--- src/pgl_pkg.sv ---
package pgl_pkg;

  // Power-on and power-off sequences run three steps, config0 through config2.
  localparam int SEQ_STEPS = 3;
  localparam logic [1:0] SEQ_LAST = 2'h2;
  // Cycles spent on each sequence step.
  localparam int STEP_CYCLES = 4;
  // Least low time on the shared line for a disable request.
  localparam int MIN_LOW_PULSE_NS = 1000;
  localparam int CLK_PERIOD_NS = 10;
  localparam int MIN_LOW_PULSE_CYCLES = (MIN_LOW_PULSE_NS + CLK_PERIOD_NS - 1) / CLK_PERIOD_NS;
  // Values after reset.
  localparam logic RST_LINE_TYPE = 1'b0;
  localparam logic RST_ENABLE_LOCK = 1'b1;

  typedef enum logic [2:0] {
    PGL_IDLE,
    PGL_SEQ_ON,
    PGL_REGULATION,
    PGL_LINK_MONITOR,
    PGL_SEQ_OFF,
    PGL_OFF
  } pgl_state_type;

endpackage

--- src/pgl_seq_if.sv ---
`timescale 1ns/100ps

interface pgl_seq_if;
  logic start_on;
  logic start_off;
  logic busy;
  logic done;
  logic regs_on;
  logic [1:0] step;

  modport ctrl (
    output start_on,
    output start_off,
    input busy,
    input done,
    input regs_on,
    input step
  );

  modport seq (
    input start_on,
    input start_off,
    output busy,
    output done,
    output regs_on,
    output step
  );
endinterface

--- src/pgl_control.sv ---
`timescale 1ns/100ps

// Operation
// Masks gate only line assertion, nothing else
// Line-type bit selects output-only or bidirectional
// Line type fixed before first regulator enable
// Line type same in secure and programmable
// Output-only mode ignores sensed line level
// Float line only when supplies all good
// Hold line low after power-up
// Enable starts regulators, Regulation, releases line
// Output-only: stay in Regulation once high
// Not-good after high drives and latches low
// Bidirectional input active only after enable
// Bidirectional mode requires enable pin grounded
// Bidirectional: Regulation to monitor when high
// Host holds line low minimum pulse time
// Secure pulse: sequence off, low, unlock bit
// Secure shutdown keeps locks except enable bit
// Secure bus enable: sequence on, relock
// Programmable pulse: sequence off, line low
// Programmable enable bit write sequences on
// Synchronised input, parameterised minimum low count
module pgl_control #(
  parameter int MIN_LOW_CYCLES = pgl_pkg::MIN_LOW_PULSE_CYCLES,
  parameter int STEP_LEN = pgl_pkg::STEP_CYCLES
) (
  input wire logic core_clk_in,
  input wire logic sys_rst_in,
  input wire logic programmable_mode_in,
  input wire logic line_type_wr_in,
  input wire logic line_type_val_in,
  input wire logic regulator_enable_pin_in,
  input wire logic bus_enable_wr_in,
  input wire logic bus_enable_val_in,
  input wire logic bus_disable_in,
  input wire logic bulk_input_supply_ok_in,
  input wire logic [4:0] rail_enabled_in,
  input wire logic [4:0] rail_in_tol_in,
  input wire logic pg_mask_in,
  input wire logic latch_clear_in,
  input wire logic power_ok_line_in,
  output logic power_ok_line_out,
  output logic power_ok_line_oe_n_out,
  output logic line_type_out,
  output logic enable_bit_unlocked_out,
  output logic power_not_good_out,
  output logic pg_latched_out,
  output logic rails_on_out,
  output logic seq_busy_out,
  output logic [1:0] seq_step_out,
  output logic link_disable_event_out,
  output logic [2:0] state_out
);

  ////////////////////////////////////////////////////////////////////////////////

  pgl_pkg::pgl_state_type state_q, state_d;
  logic line_type_q, line_type_d;
  logic type_frozen_q, type_frozen_d;
  logic unlock_q, unlock_d;
  logic latch_q, latch_d;
  logic seen_high_q, seen_high_d;
  logic drive_low_q, drive_low_d;
  logic not_good_q;
  logic sync1_q, sync2_q;
  logic [15:0] low_cnt_q, low_cnt_d;
  logic pulse_q, pulse_d;
  logic unlocked_q;
  logic pin_sync1_q, pin_sync2_q;
  logic bulk_sync1_q, bulk_sync2_q;

  pgl_seq_if sq ();

  pgl_sequencer #(
    .STEP_LEN(STEP_LEN)
  ) u_seq (
    .core_clk_in(core_clk_in),
    .sys_rst_in(sys_rst_in),
    .sq(sq)
  );

  ////////////////////////////////////////////////////////////////////////////////

  // Rail supervision: only enabled rails count, bulk supply must be valid.
  wire rails_bad = |(rail_enabled_in & ~rail_in_tol_in);
  wire supply_good = bulk_sync2_q && !rails_bad;
  wire line_high = sync2_q;
  wire secure_mode = !programmable_mode_in;
  wire operating = (state_q == pgl_pkg::PGL_REGULATION) || (state_q == pgl_pkg::PGL_LINK_MONITOR);
  // Enable pin is only honoured in output-only mode; bus enable in both.
  wire pin_enable = pin_sync2_q && !line_type_q;
  wire prog_bit_enable = bus_enable_wr_in && bus_enable_val_in;
  wire secure_bit_enable = prog_bit_enable && (programmable_mode_in || unlock_q || !type_frozen_q);
  wire enable_cmd = pin_enable || secure_bit_enable;
  // Input function only in bidirectional mode after enable.
  wire input_active = line_type_q && type_frozen_q && operating;
  wire low_seen = input_active && !line_high;
  wire pulse_ok = low_seen && (low_cnt_q >= 16'(MIN_LOW_CYCLES - 1));
  wire disable_req = pulse_ok && !pulse_q;
  wire latch_set = seen_high_q && operating && !supply_good;
  // Before the line has been seen high, a bad supply still keeps it from floating.
  wire early_bad = (state_q == pgl_pkg::PGL_REGULATION) && !seen_high_q && not_good_q;

  ////////////////////////////////////////////////////////////////////////////////

  // Two-flop synchroniser on the shared line.
  always_ff @(posedge core_clk_in) begin
    if (sys_rst_in) begin
      sync1_q <= 1'b1;
      sync2_q <= 1'b1;
    end else begin
      sync1_q <= power_ok_line_in;
      sync2_q <= sync1_q;
    end
  end

  // The enable pin and the bulk-supply flag come from outside this clock domain.
  always_ff @(posedge core_clk_in) begin
    if (sys_rst_in) begin
      pin_sync1_q <= 1'b0;
      pin_sync2_q <= 1'b0;
      bulk_sync1_q <= 1'b0;
      bulk_sync2_q <= 1'b0;
    end else begin
      pin_sync1_q <= regulator_enable_pin_in;
      pin_sync2_q <= pin_sync1_q;
      bulk_sync1_q <= bulk_input_supply_ok_in;
      bulk_sync2_q <= bulk_sync1_q;
    end
  end

  // Low-level persistence counter; one event per low pulse.
  always_comb begin
    low_cnt_d = 16'h0000;
    pulse_d = 1'b0;
    if (low_seen) begin
      pulse_d = pulse_q || pulse_ok;
      if (low_cnt_q != 16'hFFFF) begin
        low_cnt_d = low_cnt_q + 16'h0001;
      end else begin
        low_cnt_d = low_cnt_q;
      end
    end
  end

  // Line type writable only until the first enable; same in both modes.
  always_comb begin
    line_type_d = line_type_q;
    type_frozen_d = type_frozen_q || enable_cmd;
    if (line_type_wr_in && !type_frozen_q) begin
      line_type_d = line_type_val_in;
    end
  end

  // Main operating state.
  always_comb begin
    state_d = state_q;
    sq.start_on = 1'b0;
    sq.start_off = 1'b0;
    unlock_d = unlock_q;
    seen_high_d = seen_high_q;
    drive_low_d = drive_low_q;
    case (state_q)
      pgl_pkg::PGL_IDLE, pgl_pkg::PGL_OFF: begin
        drive_low_d = 1'b1;
        if (enable_cmd && !sq.busy) begin
          sq.start_on = 1'b1;
          state_d = pgl_pkg::PGL_SEQ_ON;
        end
      end
      pgl_pkg::PGL_SEQ_ON: begin
        if (sq.done) begin
          state_d = pgl_pkg::PGL_REGULATION;
          drive_low_d = 1'b0;
          seen_high_d = 1'b0;
          if (secure_mode) begin
            unlock_d = 1'b0;
          end
        end
      end
      pgl_pkg::PGL_REGULATION: begin
        if (line_high && !drive_low_q) begin
          seen_high_d = 1'b1;
          if (line_type_q) begin
            state_d = pgl_pkg::PGL_LINK_MONITOR;
          end
        end
      end
      pgl_pkg::PGL_LINK_MONITOR: begin
        if (disable_req) begin
          sq.start_off = 1'b1;
          drive_low_d = 1'b1;
          state_d = pgl_pkg::PGL_SEQ_OFF;
          if (secure_mode) begin
            unlock_d = 1'b1;
          end
        end
      end
      pgl_pkg::PGL_SEQ_OFF: begin
        drive_low_d = 1'b1;
        if (sq.done) begin
          state_d = pgl_pkg::PGL_OFF;
        end
      end
      default: begin
        state_d = pgl_pkg::PGL_IDLE;
      end
    endcase
    if (bus_disable_in && operating) begin
      sq.start_off = 1'b1;
      drive_low_d = 1'b1;
      state_d = pgl_pkg::PGL_SEQ_OFF;
    end
  end

  // Latched not-good: set wins over a same-cycle clear.
  always_comb begin
    latch_d = latch_q;
    if (latch_clear_in) begin
      latch_d = 1'b0;
    end
    if (latch_set) begin
      latch_d = 1'b1;
    end
    if (state_q == pgl_pkg::PGL_OFF || state_q == pgl_pkg::PGL_SEQ_ON) begin
      latch_d = 1'b0;
    end
  end

  // Operating state and the lock of the bus-enable bit.
  always_ff @(posedge core_clk_in) begin
    if (sys_rst_in) begin
      state_q <= pgl_pkg::PGL_IDLE;
      unlock_q <= pgl_pkg::RST_ENABLE_LOCK;
      unlocked_q <= pgl_pkg::RST_ENABLE_LOCK;
      seen_high_q <= 1'b0;
      drive_low_q <= 1'b1;
    end else begin
      state_q <= state_d;
      unlock_q <= unlock_d;
      unlocked_q <= unlock_d || programmable_mode_in;
      seen_high_q <= seen_high_d;
      drive_low_q <= drive_low_d;
    end
  end

  // Line type and its freeze at the first enable.
  always_ff @(posedge core_clk_in) begin
    if (sys_rst_in) begin
      line_type_q <= pgl_pkg::RST_LINE_TYPE;
      type_frozen_q <= 1'b0;
    end else begin
      line_type_q <= line_type_d;
      type_frozen_q <= type_frozen_d;
    end
  end

  // Latched not-good.
  always_ff @(posedge core_clk_in) begin
    if (sys_rst_in) begin
      latch_q <= 1'b0;
    end else begin
      latch_q <= latch_d;
    end
  end

  // Supply status, one cycle behind the rail detectors and three behind the bulk-supply flag.
  always_ff @(posedge core_clk_in) begin
    if (sys_rst_in) begin
      not_good_q <= 1'b1;
    end else begin
      not_good_q <= !supply_good;
    end
  end

  // Low-pulse detector.
  always_ff @(posedge core_clk_in) begin
    if (sys_rst_in) begin
      low_cnt_q <= 16'h0000;
      pulse_q <= 1'b0;
    end else begin
      low_cnt_q <= low_cnt_d;
      pulse_q <= pulse_d;
    end
  end

  ////////////////////////////////////////////////////////////////////////////////

  // The mask gates only the pin; status and shutdown keep working.
  wire pin_low = drive_low_q || ((latch_q || early_bad) && !pg_mask_in);
  assign power_ok_line_out = 1'b0;
  assign power_ok_line_oe_n_out = !pin_low;
  assign line_type_out = line_type_q;
  assign enable_bit_unlocked_out = unlocked_q;
  assign power_not_good_out = not_good_q;
  assign pg_latched_out = latch_q;
  assign rails_on_out = sq.regs_on;
  assign seq_busy_out = sq.busy;
  assign seq_step_out = sq.step;
  assign link_disable_event_out = pulse_q;
  assign state_out = state_q;

endmodule

--- src/pgl_sequencer.sv ---
`timescale 1ns/100ps

module pgl_sequencer #(
  parameter int STEP_LEN = pgl_pkg::STEP_CYCLES
) (
  input wire logic core_clk_in,
  input wire logic sys_rst_in,
  pgl_seq_if.seq sq
);

  logic busy_q, busy_d;
  logic dir_on_q, dir_on_d;
  logic on_q, on_d;
  logic [1:0] step_q, step_d;
  logic [15:0] cnt_q, cnt_d;
  logic done_q, done_d;

  wire step_end = (cnt_q == 16'(STEP_LEN - 1));
  wire last_step = (step_q == pgl_pkg::SEQ_LAST);

  // Walks steps config0..config2 in order; rails drop at the start of power-off and come on at the end of power-on.
  always_comb begin
    busy_d = busy_q;
    dir_on_d = dir_on_q;
    on_d = on_q;
    step_d = step_q;
    cnt_d = cnt_q;
    done_d = 1'b0;
    if (!busy_q && (sq.start_on || sq.start_off)) begin
      busy_d = 1'b1;
      dir_on_d = sq.start_on;
      step_d = 2'h0;
      cnt_d = 16'h0000;
      if (sq.start_off) begin
        on_d = 1'b0;
      end
    end else if (busy_q) begin
      if (step_end) begin
        cnt_d = 16'h0000;
        if (last_step) begin
          busy_d = 1'b0;
          done_d = 1'b1;
          on_d = dir_on_q;
        end else begin
          step_d = step_q + 2'h1;
        end
      end else begin
        cnt_d = cnt_q + 16'h0001;
      end
    end
  end

  always_ff @(posedge core_clk_in) begin
    if (sys_rst_in) begin
      busy_q <= 1'b0;
      dir_on_q <= 1'b0;
      on_q <= 1'b0;
      step_q <= 2'h0;
      cnt_q <= 16'h0000;
      done_q <= 1'b0;
    end else begin
      busy_q <= busy_d;
      dir_on_q <= dir_on_d;
      on_q <= on_d;
      step_q <= step_d;
      cnt_q <= cnt_d;
      done_q <= done_d;
    end
  end

  assign sq.busy = busy_q;
  assign sq.done = done_q;
  assign sq.regs_on = on_q;
  assign sq.step = step_q;

endmodule

--- config.mk ---
export PLATFORM = sky130hd
export DESIGN_NAME = pgl_control
export DESIGN_NICKNAME = d
export VERILOG_FILES = /design/src/pgl_pkg.sv /design/src/pgl_seq_if.sv /design/src/pgl_control.sv /design/src/pgl_sequencer.sv
export SDC_FILE = /design/constraint.sdc
export NUM_CORES = 1
export LEC_CHECK = 0
export BUFFER_PORTS_ARGS = -buffer_cell sky130_fd_sc_hd__buf_2
export CORE_ASPECT_RATIO = 1.75
export CORE_MARGIN = 1.5
export CORE_UTILIZATION = 55
export CTS_CLUSTER_DIAMETER = 30
export DETAILED_ROUTE_END_ITERATION = 7
export PLACE_DENSITY = 0.77
export SETUP_SLACK_MARGIN = 0.15
export SYNTH_ARGS = -nofsm -noshare
export SYNTH_HDL_FRONTEND = slang
export SYNTH_SLANG_ARGS = --single-unit
--- constraint.sdc ---
create_clock -name core_clk_in -period 5.6 [get_ports core_clk_in]
set_input_delay 1.12 -clock core_clk_in [delete_from_list [all_inputs] [get_ports core_clk_in]]
set_output_delay 1.12 -clock core_clk_in [all_outputs]
set_load 0.01 [all_outputs]
; ---- Word-level counts from Yosys, hierarchy flattened
; Cells that the tools add are included.
[op_classes]
mux = 36
eq_ne = 21
reduce_logical = 62
add_sub_neg = 3
shift = 0
bitwise_logic = 6
div_mod_pow = 0
n_lt_le_gt_ge = 1
mul = 0
[op_table]
columns = operator, count
row1 = adder 16 x 1 -> 16 bit (second input constant), 2
row2 = 2-to-1 mux 1 bit, 24
row3 = 2-to-1 mux 3 bit, 7
row4 = logical AND 1 bit, 19
row5 = equality test 16 x 2 -> 1 bit (second input constant), 1
row6 = greater-or-equal comparator 16 x 7 -> 1 bit (second input constant), 1
row7 = 2-to-1 mux 16 bit, 1
row8 = != test 16 bit (second input constant), 1
row9 = case mux 3 bit (5 select lines), 1
row10 = != test 3 x 2 -> 1 bit (second input constant), 4
row11 = AND reduction 6 bit, 2
row12 = logical NOT 1 bit, 11
row13 = logical OR 1 bit, 11
row14 = nonzero test 2 bit, 5
row15 = OR reduction 2 bit, 5
row16 = AND reduction 3 bit, 3
row17 = != test 2 x 1 -> 1 bit (second input constant), 4
row18 = equality test 3 x 2 -> 1 bit (second input constant), 2
row19 = equality test 3 bit (second input constant), 2
row20 = != test 2 bit (second input constant), 3
row21 = AND 5 bit, 1
row22 = inverter 5 bit, 1
row23 = OR reduction 5 bit, 1
row24 = inverter 1 bit, 4
row25 = other kinds (12), 13
[word_totals]
mem_bits_rw = 0
n_memories = 0
mem_bits_ro = 0
wordCells = 153
regBits = 56
latch_bits = 0
output_inout_bits = 14
inputBits = 23

; ---- Longest topological paths before layout
[logic_depth]
word_depth = 13
depth_mapped = 7
ltp_nobuf = 6

; ---- Hierarchy
; A second synthesis with hierarchy kept.
[hier_totals]
cells_unflattened = 304
area_unflattened_um2 = 2642.5
[by_module_without_submodules]
columns = module, instances, cells_per_inst, area_per_inst_um2, seq_area_each_um2
row1 = pgl_control, 1, 191, 1599.0, 680.7
row2 = pgl_sequencer, 1, 113, 1043.5, 440.4

; ---- Least setup slack after synthesis
; OpenSTA, ideal clock, no wires.
[synth_timing]
path_kind = input to output
start = in pg_mask_in
end = out power_ok_line_oe_n_out
n_path_buf = 0
t_arrival_ns = 1.308
t_required_ns = 4.480
slack_ns = 3.172
path_stages = 2
path_cell_list = nor2_1 > nor2_1
[synth_between]
elab_chain_len = 4
[synth_rtl]
columns = element, line_no
row1 = "start, declared", pgl_control.sv:40  ; input wire logic pg_mask_in,
row2 = logical NOT 1 bit, pgl_control.sv:291  ; wire pin_low = drive_low_q || ((latch_q || early_bad) && !pg_mask_in);
row3 = logical AND 1 bit, pgl_control.sv:291
row4 = logical OR 1 bit, pgl_control.sv:291
row5 = logical NOT 1 bit, pgl_control.sv:293  ; assign power_ok_line_oe_n_out = !pin_low;
row6 = "end, declared", pgl_control.sv:44  ; output logic power_ok_line_oe_n_out,
; No other way between the ends.

; ---- Worst setup path in the final report
[layout_timing]
start = reg state_q[2] (netlist: state_out[2])
end = out power_ok_line_oe_n_out
[layout_between]
elab_chain_len = 7
[layout_rtl]
columns = element, line_no
row1 = "start, declared", pgl_control.sv:58  ; pgl_pkg::pgl_state_type state_q, state_d;
row2 = "start signal, assigned", pgl_control.sv:234  ; state_q <= pgl_pkg::PGL_IDLE;
row3 = "start signal, assigned", pgl_control.sv:240  ; state_q <= state_d;
row4 = equality test 3 x 2 -> 1 bit, pgl_control.sv:103  ; wire early_bad = (state_q == pgl_pkg::PGL_REGULATION) && !seen_high_q && not_good_q;
row5 = logical AND 1 bit (2 in series), pgl_control.sv:103
row6 = logical OR 1 bit, pgl_control.sv:291
row7 = logical AND 1 bit, pgl_control.sv:291
row8 = logical OR 1 bit, pgl_control.sv:291
row9 = logical NOT 1 bit, pgl_control.sv:293
; No other way between the ends.

==> key figures <==
Outcome
  – Outcome: completed

CTS
  – Root Driver: clkbuf_8
  – Number of buffers created by CTS: 5
  – Setup bufs post-CTS: 0
  – Clock Path Buffers: 2
  – Cts hold-fix bufs: 0
  – H-tree level count: 2
  – Post-CTS resize count: 0
  – Clock slew at reported path FFs: 0.09 ns
  – Clk_lat worst skew: 0.31 ns
  – Sink Count: 56
  – CTS tree: built

Synth
  – Syn nets: 344
  – Mapped Area: 0.002740 sq mm
  – Yosys warns: 0
  – EDFF count, synth: 0
  – Mapped Cells: 318
  – Syn avg cell area: 8.617 sq um
  – Seq cells post-synth: 56
  – Post-synthesis sequential area ratio: 0.4091
  – Async set-reset flop share out of synthesis: 0
  – Dominant synthesized flop cell: dfxtp_1
  – Cell variety after synth: 57

Power and ir drop
  – PD cells: 231.7 mW/mm^2
  – P_sw: 167.2 uW
  – LEAKAGE: 1.174 nW
  – Seq pwr share: 0.601
  – Internal power: 528.1 uW
  – Logic pwr share: 0.073
  – VDD IR-drop max: 0.2079 mV
  – Clock power share: 0.326
  – Sw Ratio: 0.2405
  – Pwr Total: 695.3 uW

STA
  – Max Clk Rate: 364.4 MHz
  – Slew Limit Fails: 0
  – Minimum clock period after layout: 2.744 ns
  – Clock Skew: 0.009903 ns
  – Final hold slack: 0.4163 ns
  – Final worst setup slack: 2.856 ns
  – Slew headroom: 0.4973
  – Hold Vio Cnt, Final: 0
  – Final worst-path cycle share: 0.4900
  – RSZ-0062 raised after global routing: no
  – Setup TNS: 0 ns
  – Worst slew pin tran: 0.7531 ns
  – Final setup viols: 0

Min path
  – HP Class: reg -> reg
  – Hold depth: 1

Drt
  – Vias: 2,356
  – Post-route DRC: 0
  – Drt wl/cell: 14.33 um
  – First drt pass iteration count: 4
  – Antenna Nets Post-Route: 0
  – DR iter-0 viols: 79
  – Total wire length: 5716 um
  – Vias/cell: 5.905

Setup path
  – CP arrival: 1.62 ns
  – Crit path max fanout: 10
  – Crit start category: flop
  – Setup CP Type: reg -> out
  – Worst setup EP type: output pin
  – Reg2Reg Depth: 5
  – CP required: 4.48 ns

Layout
  – Share of layout cells above drive strength 1: 0.1585
  – Final Core Density: 0.6319
  – Fillers: 427
  – Non-filler instance count after layout: 399
  – FF/Latch Area: 0.001121 sq mm
  – Multi-input logic area: 0.001501 sq mm
  – Design area: 0.003000 sq mm
  – Area delta synth->final: 9.498%
  – Nets: 372
  – Inserted Diodes: 0

Place
  – Port Buf Inserts: 35
  – Gpl congestion: 0.9006
  – Place WS: 2.818 ns
  – Cell Area, Placed: 0.002908 sq mm
  – Placed cells: 391
  – HPWL after DPL: 4192 um

Global routing
  – Grt ovf: 0
  – Number of global-route vias before repair: 2,290
  – Tot GR Track Use: 0.2270
  – Largest net degree at the start of global routing: 23
  – Antenna violations before repair: 0
  – First-pass GRT wire length: 9963 um

Die
  – # rows: 33
  – Core area: 0.004748 sq mm
  – Initial core utilization: 0.5771
  – Overall die width: 56.36 um
  – Die extent in y: 96.38 um
  – Top Ports: 37
  – Die area: 0.005431 sq mm

Run
  – MaxCap Viol Count: 0
==> cells in the final DEF (no fill, tap or decap), types with 5 or more instances in the layout <==
cell type	n
inv_1	12
dfxtp_1	56
o21ai_0	6
and3_1	6
nand2b_1	7
xor2_1	14
and4_1	5
nand3_1	9
o211ai_1	5
nand2_1	17
nor2b_1	11
a21oi_1	16
nand4_1	9
clkbuf_8	6
xnor2_1	6
nor3_1	14
buf_2	35
a31oi_1	5
nor2_1	41
nor4_1	6
==> area by class of cell <==
class | count | area share
Multi-Input combinational cell | 236 | 0.5004
Sequential cell | 56 | 0.3736
Timing Repair Buffer | 35 | 0.05838
Clock buffer | 6 | 0.02752
Tap cell | 52 | 0.02168
Inverter | 12 | 0.01501
Clock inverter | 2 | 0.003336
==> routing by layer <==
layer	global-route usage	wire (um)	vias to the layer above
li1	-	-	1197
met1	0.2335	2281	1120
met2	0.4529	3219	32
met3	0.04128	151	7
met4	0.07540	64	0
met5	0	0	-
==> state kept, by name (all words and copies together) (netlist names), 2 cells and up <==
signal and cells:
u_seq.cnt_q 16, low_cnt_q 16, u_seq.sq.step 2, state_out 3
==> cells by family (layout without fill, tap and decap cells) <==
logic type / after synthesis / in the layout / synth area share
AOI/OAI and AO/OA: 62 / 62 / 0.1690
xor gates and xnor gates: 20 / 20 / 0.06393
adders and majority gates: 3 / 3 / 0.01370
buffers and inverters: 26 / 55 / 0.04292
DFF: 56 / 56 / 0.4091
muxes: 3 / 3 / 0.01142
other: 1 / 1 / 0.001369
and+or+nand+nor: 147 / 147 / 0.2886
==> cells in the mapped netlist (5+ instances only) <==
cell type,n,area share
a21oi_1,16,0.029
a31oi_1,5,0.011
and3_1,6,0.014
and4_1,5,0.016
clkbuf_1,8,0.011
dfxtp_1,56,0.41
inv_1,12,0.016
nand2_1,17,0.023
nand2b_1,7,0.016
nand3_1,9,0.016
nand4_1,9,0.021
nor2_1,41,0.056
nor2b_1,11,0.025
nor3_1,14,0.026
nor4_1,6,0.014
o211ai_1,5,0.014
o21ai_0,6,0.011
xnor2_1,6,0.019
xor2_1,14,0.045
==> power by group through the flow <==
| stage | registers [mW] | logic, mW | clock network, mW |
|---|---|---|---|
| floorplan | 0.420 | 0.0409 | 0 |
| global placement | 0.427 | 0.0494 | 0 |
| detailed placement | 0.427 | 0.0503 | 0 |
| CTS | 0.418 | 0.0508 | 0.235 |
| global route | 0.420 | 0.0564 | 0.249 |
| finish | 0.418 | 0.0504 | 0.227 |
==> worst max-delay path, stage by stage, from the launching register on <==
cell and delay, ns:
dfxtp_1 0.53, nand2b_1 0.24, nor2_1 0.08, a31oi_1 0.21
nor2_1 0.06, nor2_1 0.08, buf_2 0.13
==> path summary, 6_finish.rpt <==
check | from | end | slack [ns]
setup / recovery | state_out[2] | power_ok_line_oe_n_out | 2.86
hold / removal | sync1_q | line_high | 0.42
setup reg to reg | state_out[0] | u_seq.cnt_q[9] | 3.29
hold reg to reg | sync1_q | line_high | 0.42
No activity file was read; power rests on OpenSTA's default activity.
